File: src/logic/radio_irq_pkg.sv
// package of register indices, reset values and field positions
// assumes a byte-addressed Avalon-MM slave with one 32-bit word per register
`default_nettype none

package radio_irq_pkg;

  // ==========================================================
  // register indices (byte address is four times the index)
  localparam logic [6:0] IDX_ROUTE_A = 7'h25;
  localparam logic [6:0] IDX_ROUTE_B = 7'h26;
  localparam logic [6:0] IDX_FLAGS = 7'h27;
  localparam logic [6:0] IDX_LEVEL_LIMIT = 7'h29;
  localparam logic [6:0] IDX_START_WAIT = 7'h2a;
  localparam logic [6:0] IDX_AFTER_WAIT = 7'h2b;
  localparam logic [6:0] IDX_IRQ_STATUS = 7'h40;
  localparam logic [6:0] IDX_IRQ_MASK = 7'h41;

  // ==========================================================
  // values after reset
  localparam logic [7:0] ROUTE_A_RST = 8'h00;
  localparam logic [7:0] ROUTE_B_RST = 8'h07;
  localparam logic [7:0] FLAGS_RST = 8'h80;
  localparam logic [7:0] LEVEL_LIMIT_RST = 8'he4;
  localparam logic [7:0] WAIT_RST = 8'h00;
  localparam logic [7:0] IRQ_MASK_RST = 8'h00;

  // ==========================================================
  // flag bit positions in event_flags_first
  localparam int BIT_MODE_OK = 7;
  localparam int BIT_RECEIVE_OK = 6;
  localparam int BIT_TRANSMIT_OK = 5;
  localparam int BIT_SYNTH_LOCKED = 4;
  localparam int BIT_LEVEL = 3;
  localparam int BIT_TIMEOUT = 2;
  localparam int BIT_AUTO_SEQUENCE = 1;
  localparam int BIT_SYNC_MATCH = 0;

  // ==========================================================
  // clock output selector codes and field
  localparam logic [2:0] CLOCK_OUTPUT_SELECT_DIV32 = 3'h5;
  localparam logic [2:0] CLOCK_OUTPUT_SELECT_RC = 3'h6;
  localparam logic [2:0] CLOCK_OUTPUT_SELECT_OFF = 3'h7;
  localparam int CLOCK_OUTPUT_SELECT_MSB = 2;

  // ==========================================================
  // operating mode codes on the mode input
  localparam logic [2:0] MODE_SLEEP = 3'h0;
  localparam logic [2:0] MODE_STANDBY = 3'h1;
  localparam logic [2:0] MODE_FS = 3'h2;
  localparam logic [2:0] MODE_TX = 3'h3;
  localparam logic [2:0] MODE_RX = 3'h4;

  // ==========================================================
  // counts
  localparam logic [3:0] BITS_PER_WAIT_UNIT = 4'hf;
  localparam int AUTO_SLEEP_LAG_CYCLES = 2;
  localparam int DIV_WIDTH = 6;

endpackage

`default_nettype wire
File: src/logic/pin_router.sv
// six general output pins, each picking one of four flags by a 2-bit selector
// assumes flag inputs are next-state values on the same clock, so pins match the register
`default_nettype none

module pin_router #(
  parameter int NUM_PINS = 6
) (
  // clock and reset
  input wire logic i_clk_sys,
  input wire logic i_rst,
  // selection
  input wire logic [2*NUM_PINS-1:0] i_sel,
  input wire logic i_packet_mode,
  input wire logic [3:0] i_cont_src,
  input wire logic [3:0] i_pkt_src,
  // pins
  output logic [NUM_PINS-1:0] o_pin
);

  typedef struct packed {
    logic [NUM_PINS-1:0] pin;
  } state_s;

  state_s s_r;
  state_s s_nxt;
  logic [NUM_PINS-1:0] pick;

  // ==========================================================
  // per-pin selection
  genvar k;
  generate
    for (k = 0; k < NUM_PINS; k++)
    begin : g_pin
      assign pick[k] = i_packet_mode ? i_pkt_src[i_sel[2*k +: 2]] : i_cont_src[i_sel[2*k +: 2]];
    end
  endgenerate

  always_comb
  begin
    s_nxt = s_r;
    s_nxt.pin = pick;
  end

  always_ff @(posedge i_clk_sys)
  begin
    if (i_rst)
      s_r <= '0;
    else
      s_r <= s_nxt;
  end

  assign o_pin = s_r.pin;

endmodule

`default_nettype wire

File: src/logic/radio_irq_flags.sv
// status flags, interrupt, pin routing and clock output of the packet radio
// assumes core status inputs are on i_clk_sys; only the rc oscillator input is foreign
`default_nettype none

module radio_irq_flags (
  // clock and reset
  input wire logic i_clk_sys,
  input wire logic i_rst,
  // avalon-mm slave
  input wire logic [8:0] i_avs_address,
  input wire logic i_avs_read,
  input wire logic i_avs_write,
  input wire logic [31:0] i_avs_writedata,
  input wire logic [3:0] i_avs_byteenable,
  output logic [31:0] o_avs_readdata,
  output logic o_avs_waitrequest,
  // radio core status
  input wire logic [2:0] i_mode,
  input wire logic i_xo_running,
  input wire logic i_pll_locked,
  input wire logic i_level_sampling,
  input wire logic i_pa_ramp_done,
  input wire logic i_rx_chain_done,
  input wire logic i_level_valid,
  input wire logic [7:0] i_measured_signal_level,
  input wire logic i_bit_tick,
  input wire logic i_payload_ready,
  input wire logic i_fifo_emptied,
  input wire logic i_intermediate_mode,
  input wire logic i_sync_detect,
  input wire logic i_address_match,
  input wire logic i_address_filter_en,
  input wire logic i_packet_mode,
  // rc oscillator, foreign domain
  input wire logic i_rc_osc,
  // pins and interrupt
  output logic [5:0] o_pin,
  output logic o_clk_out,
  output logic o_irq
);

  localparam int LAG = radio_irq_pkg::AUTO_SLEEP_LAG_CYCLES;

  typedef struct packed {
    logic [7:0] route_a;
    logic [7:0] route_b;
    logic [7:0] level_limit;
    logic [7:0] start_wait;
    logic [7:0] after_wait;
    logic [7:0] flags;
    logic [7:0] irq_status;
    logic [7:0] irq_mask;
    logic [2:0] prev_mode;
    logic [LAG-1:0] auto_dly;
    logic [1:0][11:0] tmr_cnt;
    logic [1:0] tmr_run;
    logic [radio_irq_pkg::DIV_WIDTH-1:0] divcnt;
    logic clk_out;
    logic rc_s1;
    logic rc_s2;
    logic irq;
    logic wreq;
    logic [7:0] rdata;
  } state_s;

  state_s s;
  state_s s_nxt;

  logic req;
  logic accept;
  logic wr;
  logic [6:0] idx;
  logic [7:0] wd;
  logic rx;
  logic tx;
  logic fs;
  logic rx_enter;
  logic leave_rx;
  logic mode_chg;
  logic ready_cond;
  logic lock_cond;
  logic level_evt;
  logic sync_evt;
  logic tmo_evt;
  logic [7:0] w1c_flags;
  logic [3:0] cont_src;
  logic [3:0] pkt_src;

  // ==========================================================
  // bus decode
  assign req = i_avs_read | i_avs_write;
  assign accept = req & ~s.wreq;
  assign wr = i_avs_write & accept & i_avs_byteenable[0];
  assign idx = i_avs_address[8:2];
  assign wd = i_avs_writedata[7:0];

  // ==========================================================
  // mode decode
  assign rx = (i_mode == radio_irq_pkg::MODE_RX);
  assign tx = (i_mode == radio_irq_pkg::MODE_TX);
  assign fs = (i_mode == radio_irq_pkg::MODE_FS);
  assign mode_chg = (i_mode != s.prev_mode);
  assign rx_enter = rx & (s.prev_mode != radio_irq_pkg::MODE_RX);
  assign leave_rx = ~rx;
  assign lock_cond = (fs | rx | tx) & i_pll_locked;
  assign level_evt = rx & i_level_valid & (i_measured_signal_level > s.level_limit);
  // address term only counts when filtering is on
  assign sync_evt = rx & i_sync_detect & (~i_address_filter_en | i_address_match);
  assign w1c_flags = (wr && idx == radio_irq_pkg::IDX_FLAGS) ? wd : 8'h00;

  always_comb
  begin
    case (i_mode)
      radio_irq_pkg::MODE_SLEEP: ready_cond = 1'b1;
      radio_irq_pkg::MODE_STANDBY: ready_cond = i_xo_running;
      radio_irq_pkg::MODE_FS: ready_cond = i_pll_locked;
      radio_irq_pkg::MODE_RX: ready_cond = i_level_sampling;
      radio_irq_pkg::MODE_TX: ready_cond = i_pa_ramp_done;
      default: ready_cond = 1'b0;
    endcase
  end

  // ==========================================================
  // next state
  always_comb
  begin
    logic [1:0] t_start;
    logic [1:0] t_stop;
    logic [1:0] t_exp;
    logic [1:0][11:0] t_lim;
    logic [2:0] code;
    t_start = '0;
    t_stop = '0;
    t_exp = '0;
    t_lim = '0;
    code = '0;
    s_nxt = s;
    s_nxt.prev_mode = i_mode;

    // bus: one wait cycle, read data latched before the accepting edge
    s_nxt.wreq = ~(req & s.wreq);
    if (req & s.wreq)
    begin
      case (idx)
        radio_irq_pkg::IDX_ROUTE_A: s_nxt.rdata = s.route_a;
        radio_irq_pkg::IDX_ROUTE_B: s_nxt.rdata = {s.route_b[7:4], 1'b0, s.route_b[2:0]};
        radio_irq_pkg::IDX_FLAGS: s_nxt.rdata = s.flags;
        radio_irq_pkg::IDX_LEVEL_LIMIT: s_nxt.rdata = s.level_limit;
        radio_irq_pkg::IDX_START_WAIT: s_nxt.rdata = s.start_wait;
        radio_irq_pkg::IDX_AFTER_WAIT: s_nxt.rdata = s.after_wait;
        radio_irq_pkg::IDX_IRQ_STATUS: s_nxt.rdata = s.irq_status;
        radio_irq_pkg::IDX_IRQ_MASK: s_nxt.rdata = s.irq_mask;
        default: s_nxt.rdata = 8'h00;
      endcase
    end
    if (wr)
    begin
      case (idx)
        radio_irq_pkg::IDX_ROUTE_A: s_nxt.route_a = wd;
        radio_irq_pkg::IDX_ROUTE_B: s_nxt.route_b = {wd[7:4], 1'b0, wd[2:0]};
        radio_irq_pkg::IDX_LEVEL_LIMIT: s_nxt.level_limit = wd;
        radio_irq_pkg::IDX_START_WAIT: s_nxt.start_wait = wd;
        radio_irq_pkg::IDX_AFTER_WAIT: s_nxt.after_wait = wd;
        radio_irq_pkg::IDX_IRQ_MASK: s_nxt.irq_mask = wd;
        default: s_nxt.rdata = s_nxt.rdata;
      endcase
    end

    // timers: 0 counts from rx entry to level event, 1 from level event to payload
    // last counted tick is count*16-1, so expiry lands on tick count*16; zero counts never start
    t_lim[0] = {s.start_wait - 8'h01, radio_irq_pkg::BITS_PER_WAIT_UNIT};
    t_lim[1] = {s.after_wait - 8'h01, radio_irq_pkg::BITS_PER_WAIT_UNIT};
    t_start[0] = rx_enter & (s.start_wait != 8'h00);
    t_start[1] = level_evt & (s.after_wait != 8'h00);
    t_stop[0] = level_evt | leave_rx;
    t_stop[1] = i_payload_ready | leave_rx;
    for (int t = 0; t < 2; t++)
    begin
      if (t_start[t])
      begin
        s_nxt.tmr_run[t] = 1'b1;
        s_nxt.tmr_cnt[t] = 12'h000;
      end
      else if (t_stop[t])
        s_nxt.tmr_run[t] = 1'b0;
      else if (s.tmr_run[t] && i_bit_tick)
      begin
        s_nxt.tmr_cnt[t] = s.tmr_cnt[t] + 12'h001;
        if (s.tmr_cnt[t] == t_lim[t])
        begin
          t_exp[t] = 1'b1;
          s_nxt.tmr_run[t] = 1'b0;
        end
      end
    end
    tmo_evt = |t_exp;

    // flags; hardware sets win over every clear except a mode change, which clears mode ready even when ready_cond is set
    s_nxt.flags[radio_irq_pkg::BIT_MODE_OK] = ~mode_chg & (s.flags[radio_irq_pkg::BIT_MODE_OK] | ready_cond);
    s_nxt.flags[radio_irq_pkg::BIT_RECEIVE_OK] =
      rx & (s.flags[radio_irq_pkg::BIT_RECEIVE_OK] | i_rx_chain_done);
    s_nxt.flags[radio_irq_pkg::BIT_TRANSMIT_OK] =
      tx & (s.flags[radio_irq_pkg::BIT_TRANSMIT_OK] | i_pa_ramp_done);
    s_nxt.flags[radio_irq_pkg::BIT_SYNTH_LOCKED] = lock_cond;
    s_nxt.flags[radio_irq_pkg::BIT_LEVEL] = level_evt |
      (rx & s.flags[radio_irq_pkg::BIT_LEVEL] & ~w1c_flags[radio_irq_pkg::BIT_LEVEL]);
    s_nxt.flags[radio_irq_pkg::BIT_TIMEOUT] = tmo_evt |
      (rx & s.flags[radio_irq_pkg::BIT_TIMEOUT] & ~i_fifo_emptied);
    // sleep path lags so the flag can trail the real transition there
    s_nxt.auto_dly = {s.auto_dly[LAG-2:0], i_intermediate_mode};
    s_nxt.flags[radio_irq_pkg::BIT_AUTO_SEQUENCE] =
      (i_mode == radio_irq_pkg::MODE_SLEEP) ? s.auto_dly[LAG-1] : i_intermediate_mode;
    s_nxt.flags[radio_irq_pkg::BIT_SYNC_MATCH] = sync_evt |
      (rx & s.flags[radio_irq_pkg::BIT_SYNC_MATCH] & ~i_fifo_emptied
       & ~(w1c_flags[radio_irq_pkg::BIT_SYNC_MATCH] & ~i_packet_mode));

    // sticky interrupt status on each rising flag, write one to clear
    s_nxt.irq_status = (s_nxt.flags & ~s.flags) |
      (s.irq_status & ~((wr && idx == radio_irq_pkg::IDX_IRQ_STATUS) ? wd : 8'h00));
    s_nxt.irq = |(s_nxt.irq_status & s_nxt.irq_mask);

    // clock output; crystal clock is taken as half of i_clk_sys
    s_nxt.rc_s1 = i_rc_osc;
    s_nxt.rc_s2 = s.rc_s1;
    s_nxt.divcnt = s.divcnt + {{(radio_irq_pkg::DIV_WIDTH-1){1'b0}}, 1'b1};
    code = s.route_b[radio_irq_pkg::CLOCK_OUTPUT_SELECT_MSB:0];
    if (code == radio_irq_pkg::CLOCK_OUTPUT_SELECT_OFF)
      s_nxt.clk_out = 1'b0;
    else if (code == radio_irq_pkg::CLOCK_OUTPUT_SELECT_RC)
      s_nxt.clk_out = s.rc_s2;
    else
      s_nxt.clk_out = s_nxt.divcnt[code];
  end

  always_ff @(posedge i_clk_sys)
  begin
    if (i_rst)
    begin
      s <= '0;
      s.route_a <= radio_irq_pkg::ROUTE_A_RST;
      s.route_b <= radio_irq_pkg::ROUTE_B_RST;
      s.level_limit <= radio_irq_pkg::LEVEL_LIMIT_RST;
      s.start_wait <= radio_irq_pkg::WAIT_RST;
      s.after_wait <= radio_irq_pkg::WAIT_RST;
      s.flags <= radio_irq_pkg::FLAGS_RST;
      s.irq_mask <= radio_irq_pkg::IRQ_MASK_RST;
      s.prev_mode <= radio_irq_pkg::MODE_SLEEP;
      s.wreq <= 1'b1;
    end
    else
      s <= s_nxt;
  end

  // ==========================================================
  // pin routing from next flags, so pin and register agree
  assign pkt_src = {s_nxt.flags[radio_irq_pkg::BIT_MODE_OK], s_nxt.flags[radio_irq_pkg::BIT_TIMEOUT],
    s_nxt.flags[radio_irq_pkg::BIT_LEVEL], s_nxt.flags[radio_irq_pkg::BIT_SYNC_MATCH]};
  assign cont_src = {s_nxt.flags[radio_irq_pkg::BIT_SYNTH_LOCKED], s_nxt.flags[radio_irq_pkg::BIT_LEVEL],
    s_nxt.flags[radio_irq_pkg::BIT_TRANSMIT_OK], s_nxt.flags[radio_irq_pkg::BIT_RECEIVE_OK]};

  pin_router #(
    .NUM_PINS(6)
  ) u_pin_router (
    .i_clk_sys(i_clk_sys),
    .i_rst(i_rst),
    .i_sel({s.route_b[5:4], s.route_b[7:6], s.route_a[1:0], s.route_a[3:2], s.route_a[5:4], s.route_a[7:6]}),
    .i_packet_mode(i_packet_mode),
    .i_cont_src(cont_src),
    .i_pkt_src(pkt_src),
    .o_pin(o_pin)
  );

  assign o_avs_readdata = {24'h000000, s.rdata};
  assign o_avs_waitrequest = s.wreq;
  assign o_clk_out = s.clk_out;
  assign o_irq = s.irq;

  // ==========================================================
  // assertions
  property p_clk_off;
    @(posedge i_clk_sys) disable iff (i_rst)
    s.route_b[2:0] == radio_irq_pkg::CLOCK_OUTPUT_SELECT_OFF |=> !o_clk_out;
  endproperty
  a_clk_off: assert property (p_clk_off) else $error("clock output not off");

  property p_clk_div2;
    @(posedge i_clk_sys) disable iff (i_rst)
    $past(s.route_b[2:0]) == 3'h1 |-> o_clk_out == s.divcnt[1];
  endproperty
  a_clk_div2: assert property (p_clk_div2) else $error("clock output divide wrong");

  property p_sel_reset;
    @(posedge i_clk_sys)
    $past(i_rst) && !i_rst |-> s.route_a == 8'h00 && s.route_b[7:4] == 4'h0 && s.route_b[2:0] == 3'h7;
  endproperty
  a_sel_reset: assert property (p_sel_reset) else $error("selector reset wrong");

  property p_mode_clear;
    @(posedge i_clk_sys) disable iff (i_rst)
    mode_chg |=> !s.flags[7];
  endproperty
  a_mode_clear: assert property (p_mode_clear) else $error("mode flag kept on change");

  property p_rx_ok;
    @(posedge i_clk_sys) disable iff (i_rst)
    !rx |=> !s.flags[6];
  endproperty
  a_rx_ok: assert property (p_rx_ok) else $error("receive flag outside rx");

  property p_tx_ok;
    @(posedge i_clk_sys) disable iff (i_rst)
    tx && i_pa_ramp_done ##1 tx |=> s.flags[5];
  endproperty
  a_tx_ok: assert property (p_tx_ok) else $error("transmit flag lost");

  property p_lock;
    @(posedge i_clk_sys) disable iff (i_rst)
    !$past(i_rst) |-> s.flags[4] == $past(lock_cond);
  endproperty
  a_lock: assert property (p_lock) else $error("lock flag wrong");

  property p_level;
    @(posedge i_clk_sys) disable iff (i_rst)
    level_evt |=> s.flags[3];
  endproperty
  a_level: assert property (p_level) else $error("level event lost");

  property p_timeout;
    @(posedge i_clk_sys) disable iff (i_rst)
    tmo_evt |=> s.flags[2] && s.irq_status[2];
  endproperty
  a_timeout: assert property (p_timeout) else $error("timeout not flagged");

  property p_start_off;
    @(posedge i_clk_sys) disable iff (i_rst)
    rx_enter && s.start_wait == 8'h00 && !s.tmr_run[0] |=> !s.tmr_run[0];
  endproperty
  a_start_off: assert property (p_start_off) else $error("zero count started timer");

  property p_auto;
    @(posedge i_clk_sys) disable iff (i_rst)
    i_mode != radio_irq_pkg::MODE_SLEEP |=> s.flags[1] == $past(i_intermediate_mode);
  endproperty
  a_auto: assert property (p_auto) else $error("auto flag wrong");

  property p_sync;
    @(posedge i_clk_sys) disable iff (i_rst)
    sync_evt |=> s.flags[0];
  endproperty
  a_sync: assert property (p_sync) else $error("sync event lost");

  property p_sync_ro;
    @(posedge i_clk_sys) disable iff (i_rst)
    s.flags[0] && w1c_flags[0] && i_packet_mode && rx && !i_fifo_emptied |=> s.flags[0];
  endproperty
  a_sync_ro: assert property (p_sync_ro) else $error("sync cleared in packet mode");

  property p_pin0;
    @(posedge i_clk_sys) disable iff (i_rst)
    !$past(i_rst) && $past(s.route_a[7:6]) == 2'h0 && $past(i_packet_mode) |-> o_pin[0] == s.flags[0];
  endproperty
  a_pin0: assert property (p_pin0) else $error("pin differs from flag");

  c_timeout: cover property (@(posedge i_clk_sys) disable iff (i_rst) tmo_evt);
  c_irq: cover property (@(posedge i_clk_sys) disable iff (i_rst) $rose(o_irq));
  c_write: cover property (@(posedge i_clk_sys) disable iff (i_rst) wr ##1 i_avs_read);

endmodule

`default_nettype wire

File: config.mk
export PLATFORM = sky130hd
export DESIGN_NAME = radio_irq_flags
export DESIGN_NICKNAME = d
export VERILOG_FILES = /design/src/logic/radio_irq_pkg.sv /design/src/logic/pin_router.sv /design/src/logic/radio_irq_flags.sv
export SDC_FILE = /design/constraint.sdc
export NUM_CORES = 1
export LEC_CHECK = 0
export BUFFER_PORTS_ARGS = -buffer_cell sky130_fd_sc_hd__buf_2
export CAP_MARGIN = 10
export CORE_MARGIN = 1
export CORE_UTILIZATION = 40
export CTS_CLUSTER_SIZE = 25
export DETAILED_ROUTE_END_ITERATION = 16
export PLACE_DENSITY_LB_ADDON = 0.12
export SLEW_MARGIN = 0
export SYNTH_ARGS = -nofsm -noshare
export SYNTH_HDL_FRONTEND = slang
export SYNTH_SLANG_ARGS = --single-unit
File: constraint.sdc
create_clock -name i_clk_sys -period 2.5 [get_ports i_clk_sys]
set_input_delay 0.125 -clock i_clk_sys [delete_from_list [all_inputs] [get_ports i_clk_sys]]
set_output_delay 0.125 -clock i_clk_sys [all_outputs]
set_load 0.05 [all_outputs]
==> results.json, run 1 <==
{
  "status": "complete, but fails checks",
  "failed_checks": "negative setup slack",
  "cts_tree": "built",
  "synth_seq_cells": 119,
  "place_area_mm2": 0.00725,
  "rsz0062_at_grt": "yes",
  "ys_warn_count": 0,
  "synth_edf_count": 0,
  "postSynthAreaPerCell_um2": 8.37,
  "ys.flop_type": "dfxtp_1",
  "cp_common_cell": "a211oi_1",
  "max-cap-violations": 0,
  "die_h_um": 131,
  "clock_skew_ns": 0.00603,
  "synth.largest_area_cell": "dfxtp_1",
  "max_stage_delay_ns": 0.44,
  "synth_top_area_frac": 0.357,
  "gp_congestion": 0.887,
  "power.leakage_nw": 3.41,
  "fin_crit_ns": 2.54,
  "period_share": 1.02,
  "area_growth_pct": 20.2,
  "fin_nets": 960,
  "slowest_stage": "or4_4",
  "finalSetupViolCount": 2,
  "hpwl_um": 14300,
  "required_ns": 2.83,
  "crit_fanout": 2,
  "synth_cell_type_count": 67,
  "std_cell_rows": 46,
  "die_w_um": 131,
  "grt_max_degree": 34,
  "fin_ws_ns": -0.0400,
  "peakVddDrop_mv": 0.478,
  "criticalPathCategory": "reg2reg",
  "post-route-util": 0.498,
  "cp-end-kind": "flop",
  "initial_core_util": 0.414,
  "drive_above_1_share": 0.200,
  "synth_cells": 798,
  "clock.fmax_ghz": 0.394,
  "hold_violations": 0,
  "cts_buffer_depth": 2,
  "track_usage": 0.237,
  "grt_pass1_vias": 5980,
  "path_cells": "inv_2, ha_4, or3b_4, or4_4, a2111oi_4, o2111ai_2, buf_4, o21ai_2, a211oi_1, a211oi_1",
  "clock_latency_ns": 0.43,
  "relSlewSlack": 0.534,
  "tightest_slew_ns": 0.699,
  "wire_per_inst_um": 17.8,
  "cts-root-buf": "clkbuf_16",
  "h-tree-depth": 4,
  "async_flop_share": 0,
  "grt-ovfl-total": 0,
  "core_mm2": 0.0161,
  "io_buffers": 62,
  "setup-tns-final_ns": -0.0555,
  "finalWirelength_um": 19600,
  "vias": 6121,
  "fin_area_mm2": 0.00803,
  "cp_data_arrival_time_ns": 2.87,
  "pwr_density_cell_mw_per_mm2": 636,
  "cts.sinks": 119,
  "yosysSeqAreaShare": 0.357,
  "ios": 116,
  "num_antenna_cells": 0,
  "synth_top_cells_by_area": "dfxtp_1 36%, mux2i_1 7.3%, nor2_1 7.0%",
  "drc_errors": 0,
  "cts_buffers": 17,
  "vias_per_cell": 5.57,
  "hp-class": "in2reg",
  "dr.pass1.iters": 5,
  "drt_iter0_markers": 470,
  "syn_area_mm2": 0.00668,
  "drv_slew": 0,
  "die_area_mm2": 0.0172,
  "cp-start-kind": "flop",
  "path_clk_slew_ns": 0.06,
  "grt_pass1_wl_um": 31900,
  "drtAntennaViolNets": 0,
  "antenna_found_initial": 0
}
==> stage by stage <==
step,hold WS [ns],worst slack (ns),total power [mW],instances
detailed placement,0.351,-0.105,2.37,1062
global route,0.0163,-0.205,5.27,1099
finish,0.0167,-0.0400,5.11,1099
global placement,0.347,-0.0179,2.36,1062
floorplan,0.250,0.0263,2.26,821
CTS,0.00543,-0.0658,5.14,1097
==> critical path: cells and delay by family, from the launching register on <==
kind                       cells  cell delay [ns]
adders and majority gates      1             0.14
AOI/OAI and AO/OA              5             0.91
and+or+nand+nor                2             0.81
DFF                            1             0.32
buffers and inverters          2             0.27
==> repair_timing <==
action / 4_1_cts / 5_1_grt
resized for setup: 13 / 5
hold endpoints to repair: 3 / 0
cloned: 0 / 0
buffers inserted: 0 / 2
endpoints found under the setup margin: 7 / 17
hold buffers: 3 / 0
pin swaps: 4 / 5
==> sequential cells by signal, summed over array words and instances, names as in the netlist <==
name	count
o_avs_readdata	8
o_avs_waitrequest	1
o_clk_out	1
o_irq	1
s	102
u_pin_router.o_pin	6
==> worst paths after layout <==
kind / end / slack (ns) / from / depth (start not counted)
setup / recovery: s[60]$_SDFF_PP0_ / -0.04 / s[75]$_SDFFE_PP0P_ / 10
hold / removal: s[20]$_SDFFE_PP0P_ / 0.02 / i_payload_ready / 4
setup reg to reg: s[60]$_SDFF_PP0_ / -0.04 / s[75]$_SDFFE_PP0P_ / 10
hold reg to reg: s[10]$_SDFF_PP0_ / 0.44 / s[11]$_SDFF_PP0_ / 1
==> cells in the mapped netlist (11+ instances only) <==
cell type,number
a22oi_1,16
a21oi_1,33
nand4_1,11
nor2_1,124
ha_1,15
nor2b_1,16
and3_1,11
nand2_1,53
buf_4,32
mux2_2,13
a211oi_1,14
dfxtp_1,119
inv_1,21
clkbuf_1,32
mux2i_1,49
nor3_1,17
o21ai_0,21
xor2_1,23
nand3_1,24
xnor2_1,23
==> cells by family (layout without fill, tap and decap cells) <==
| family | Yosys count | count (layout) | share of synthesized area |
|---|---|---|---|
| flip-flops | 119 | 119 | 0.357 |
| AND/OR/NAND/NOR | 309 | 309 | 0.227 |
| adder cells (fa/ha/maj) | 15 | 15 | 0.0281 |
| buffers and inverters | 95 | 157 | 0.0714 |
| AO/OA/AOI/OAI | 151 | 151 | 0.161 |
| other | 1 | 24 | 0.000562 |
| XOR/XNOR | 46 | 46 | 0.0603 |
| multiplexers | 62 | 62 | 0.0954 |
==> per-layer routing <==
layer  track usage  vias to the layer above  wire [um]
met4         0.103                        0        487
met3        0.0432                       36       1150
met1         0.320                     2919       9290
li1              -                     2930          -
met5             0                        -          0
met2         0.367                      236       8680
==> where the power goes <==
part / switching [mW] / internal, mW
Clock: 0.873 / 1.90
Sequential: 0.0166 / 1.92
Combinational: 0.283 / 0.116
Total: 1.17 / 3.93
==> layout by cell type (no fill, tap or decap), types with 4 or more instances in the layout <==
master,n
a21oi_1,30
mux2i_1,49
a211oi_1,10
nor4_1,5
buf_2,62
xnor2_1,23
nand4b_1,4
clkbuf_16,17
o211ai_1,6
bufinv_16,5
o21ai_0,20
inv_1,19
a21boi_0,7
or3_1,7
nand2_1,53
nor2_1,123
and3_1,11
a31oi_1,5
a22oi_1,16
buf_4,37
xor2_1,23
dfxtp_1,117
a21oi_2,4
conb_1,24
a221oi_1,7
nand3_1,24
nand4_1,11
a311oi_1,7
o41ai_1,4
nand2b_1,5
clkbuf_8,5
nor3b_1,7
nor3_1,17
mux2_2,13
a211oi_2,4
ha_1,14
nor2b_1,16
==> area by class of cell <==
type / count / area, um^2
fillers: 1586 / 8090
multi-input cells: 607 / 3980
flip-flops and latches: 119 / 2380
repair buffers: 103 / 638
clock buffers: 24 / 502
well taps: 216 / 270
clock inverters: 8 / 165
inverters: 22 / 82.6
No activity file was read; power rests on OpenSTA's default activity.
==> run 2: changes to the inputs <==
- SYNTH_HIERARCHICAL: not set -> 1
==> run 2 against run 1 <==
Against the previous run:
- clock power about the same
- core utilization rose by 1.1 points
- register-to-register slack got worse by 0.18 ns
- highest routed layer unchanged
- die area rose by 0.89%
- critical endpoint is now u_pin_router/o_pin[4]$_SDFF_PP0_
- design area rose by 4.8%
- routed wire length shrank 0.76%
- flip-flop and latch count is the same
- the run still ends with negative setup slack left
==> results.json, run 2 <==
{
  "status": "complete, but fails checks",
  "failed_checks": "negative setup slack",
  "seqCellArea_mm2": 0.00239,
  "gp_congestion": 0.855,
  "crit_fanout": 6,
  "p_clk_frac": 0.542,
  "setup-tns-final_ns": -1.31,
  "cp_data_arrival_time_ns": 3.02,
  "async_flop_share": 0,
  "drv_slew": 0,
  "grt_pass1_vias": 5808,
  "total_power_mw": 5.14,
  "regMostFlops": "s",
  "grt_pass1_wl_um": 31000,
  "dr.pass1.iters": 5,
  "max-cap-violations": 0,
  "ys.flop_type": "dfxtp_1",
  "fin_crit_ns": 2.72,
  "cts.sinks": 119,
  "cp-end-kind": "flop",
  "synth_top_area_frac": 0.354,
  "area_growth_pct": 24.8,
  "power.leakage_nw": 3.38,
  "postSynthAreaPerCell_um2": 8.81,
  "initial_core_util": 0.408,
  "grt-ovfl-total": 0,
  "synth_edf_count": 0,
  "ios": 116,
  "grt_max_degree": 51,
  "finalSetupViolCount": 8,
  "hp-class": "in2reg",
  "wire_per_inst_um": 17.5,
  "synth_cells": 765,
  "drt_iter0_markers": 448,
  "peakVddDrop_mv": 0.465,
  "fin_area_mm2": 0.00841,
  "die_h_um": 132,
  "dp_cells": 1078,
  "layout_common_cells": "114 x dfxtp_1, 82 x nor2_1, 75 x buf_4, 62 x buf_2, 53 x a21oi_1",
  "rsz0062_at_grt": "yes",
  "synth_cell_type_count": 76,
  "multi_input_area_mm2": 0.00403,
  "io_buffers": 62,
  "synth_seq_cells": 119,
  "antenna_found_initial": 0,
  "post-route-util": 0.509,
  "fin_cells": 1112,
  "ys_warn_count": 6,
  "yosysSeqAreaShare": 0.354,
  "num_antenna_cells": 0,
  "finalWirelength_um": 19500,
  "relSlewSlack": 0.632,
  "path_clk_slew_ns": 0.05,
  "required_ns": 2.80,
  "synth_most_common_cell": "dfxtp_1",
  "die_w_um": 132,
  "cts_tree": "built",
  "h-tree-depth": 4,
  "num-fill-cells": 1542,
  "hpwl_um": 14600,
  "cts_buffer_depth": 2,
  "fin_nets": 970,
  "synth_commonest_cells": "119 x dfxtp_1, 84 x nor2_1, 53 x a21oi_1, 43 x nand2_1, 37 x mux2i_1",
  "drtAntennaViolNets": 0,
  "drc_errors": 0,
  "drive_above_1_share": 0.263,
  "clock_latency_ns": 0.42,
  "criticalPathCategory": "reg2reg",
  "cp-start-kind": "flop",
  "largest_reg_flops": 102,
  "p_seq_frac": 0.377,
  "synth.largest_area_cell": "dfxtp_1",
  "switchingPower_mw": 1.15,
  "hold_violations": 0,
  "combPwrFrac": 0.081,
  "vias_per_cell": 5.49,
  "synth_top_cells_by_area": "dfxtp_1 35%, mux2i_1 5.5%, nor2_1 4.7%",
  "syn_area_mm2": 0.00674,
  "final_common_cell": "dfxtp_1",
  "place_area_mm2": 0.00765,
  "internal_power_mw": 3.99,
  "clock_skew_ns": 0.00705,
  "std_cell_rows": 47,
  "vias": 6110,
  "period_share": 1.09,
  "cts_buffers": 17,
  "clock.fmax_ghz": 0.367,
  "core_mm2": 0.0165,
  "fin_ws_ns": -0.224,
  "pwr_density_cell_mw_per_mm2": 610,
  "die_area_mm2": 0.0174,
  "swShare": 0.224,
  "track_usage": 0.230,
  "tightest_slew_ns": 0.553,
  "cts-root-buf": "clkbuf_16"
}
==> run 2: worst max-delay path, stage by stage (launching register included) <==
cell and delay, ns:
dfxtp_2 0.34, inv_2 0.04, ha_4 0.26, nand4_1 0.16, a211oi_2 0.26, a211oi_2 0.13
or3_4 0.36, a32oi_2 0.25, nand2_2 0.13, mux4_2 0.47, mux2i_1 0.14, nor2_1 0.07
==> run 2: per-layer routing <==
metal,track usage,part of all wire,vias up
met1,0.302,0.46,2928
met2,0.379,0.48,192
met5,0,0,-
li1,-,-,2956
met4,0.0898,0.023,0
met3,0.0327,0.045,34
==> run 2: final timing paths <==
check,endpoint,depth (start not counted),slack [ns],from
max,u_pin_router/o_pin[4]$_SDFF_PP0_,11,-0.22,s[96]$_SDFFE_PP1P_
min,s[66]$_SDFF_PP0_,3,0.02,i_sync_detect
max reg2reg,u_pin_router/o_pin[4]$_SDFF_PP0_,11,-0.22,s[96]$_SDFFE_PP1P_
min reg2reg,s[10]$_SDFF_PP0_,1,0.44,s[11]$_SDFF_PP0_
==> run 2: metrics by stage <==
step | worst slack, ns | hold WS (ns)
after global placement | -0.249 | 0.340
after CTS | -0.202 | 0.00139
after detailed placement | -0.329 | 0.359
after global routing | -0.390 | 0.0200
final | -0.224 | 0.0212
after floorplan | -0.132 | 0.197
==> run 2: cell families (layout without fill, tap and decap cells) <==
family / after synthesis / in the layout / share of synthesized area
mux: 54 / 54 / 0.101
buf+inv: 100 / 204 / 0.0767
fa+ha+maj: 15 / 15 / 0.0279
xor+xnor: 42 / 42 / 0.0546
simple gates: 277 / 277 / 0.223
flops: 119 / 119 / 0.354
compound gates: 157 / 157 / 0.163
other cells: 1 / 24 / 0.000557
==> run 2: what timing repair did <==
action	in CTS	in global routing
pin swaps	3	2
hold buffers	2	0
hold endpoints to repair	2	0
setup buffers	1	0
setup endpoints to repair	8	14
resized for setup	4	9
==> run 2: final cells by class <==
cell class,instances,share of cell area
multi-input cells,569,0.479
inverters,32,0.0143
clock inverters,9,0.0232
well taps,220,0.0327
repair buffers,141,0.111
clock buffers,22,0.0564
flip-flops and latches,119,0.284
==> run 2: power by group through the flow <==
| stage | combinational, mW | clock (mW) | sequential, mW |
|---|---|---|---|
| 5_1_grt | 0.443 | 2.92 | 1.94 |
| 2_1_floorplan | 0.270 | 0 | 1.99 |
| 6_report | 0.414 | 2.79 | 1.94 |
| 4_1_cts | 0.408 | 2.84 | 1.94 |
| 3_5_place_dp | 0.402 | 0 | 1.98 |
| 3_3_place_gp | 0.395 | 0 | 1.97 |
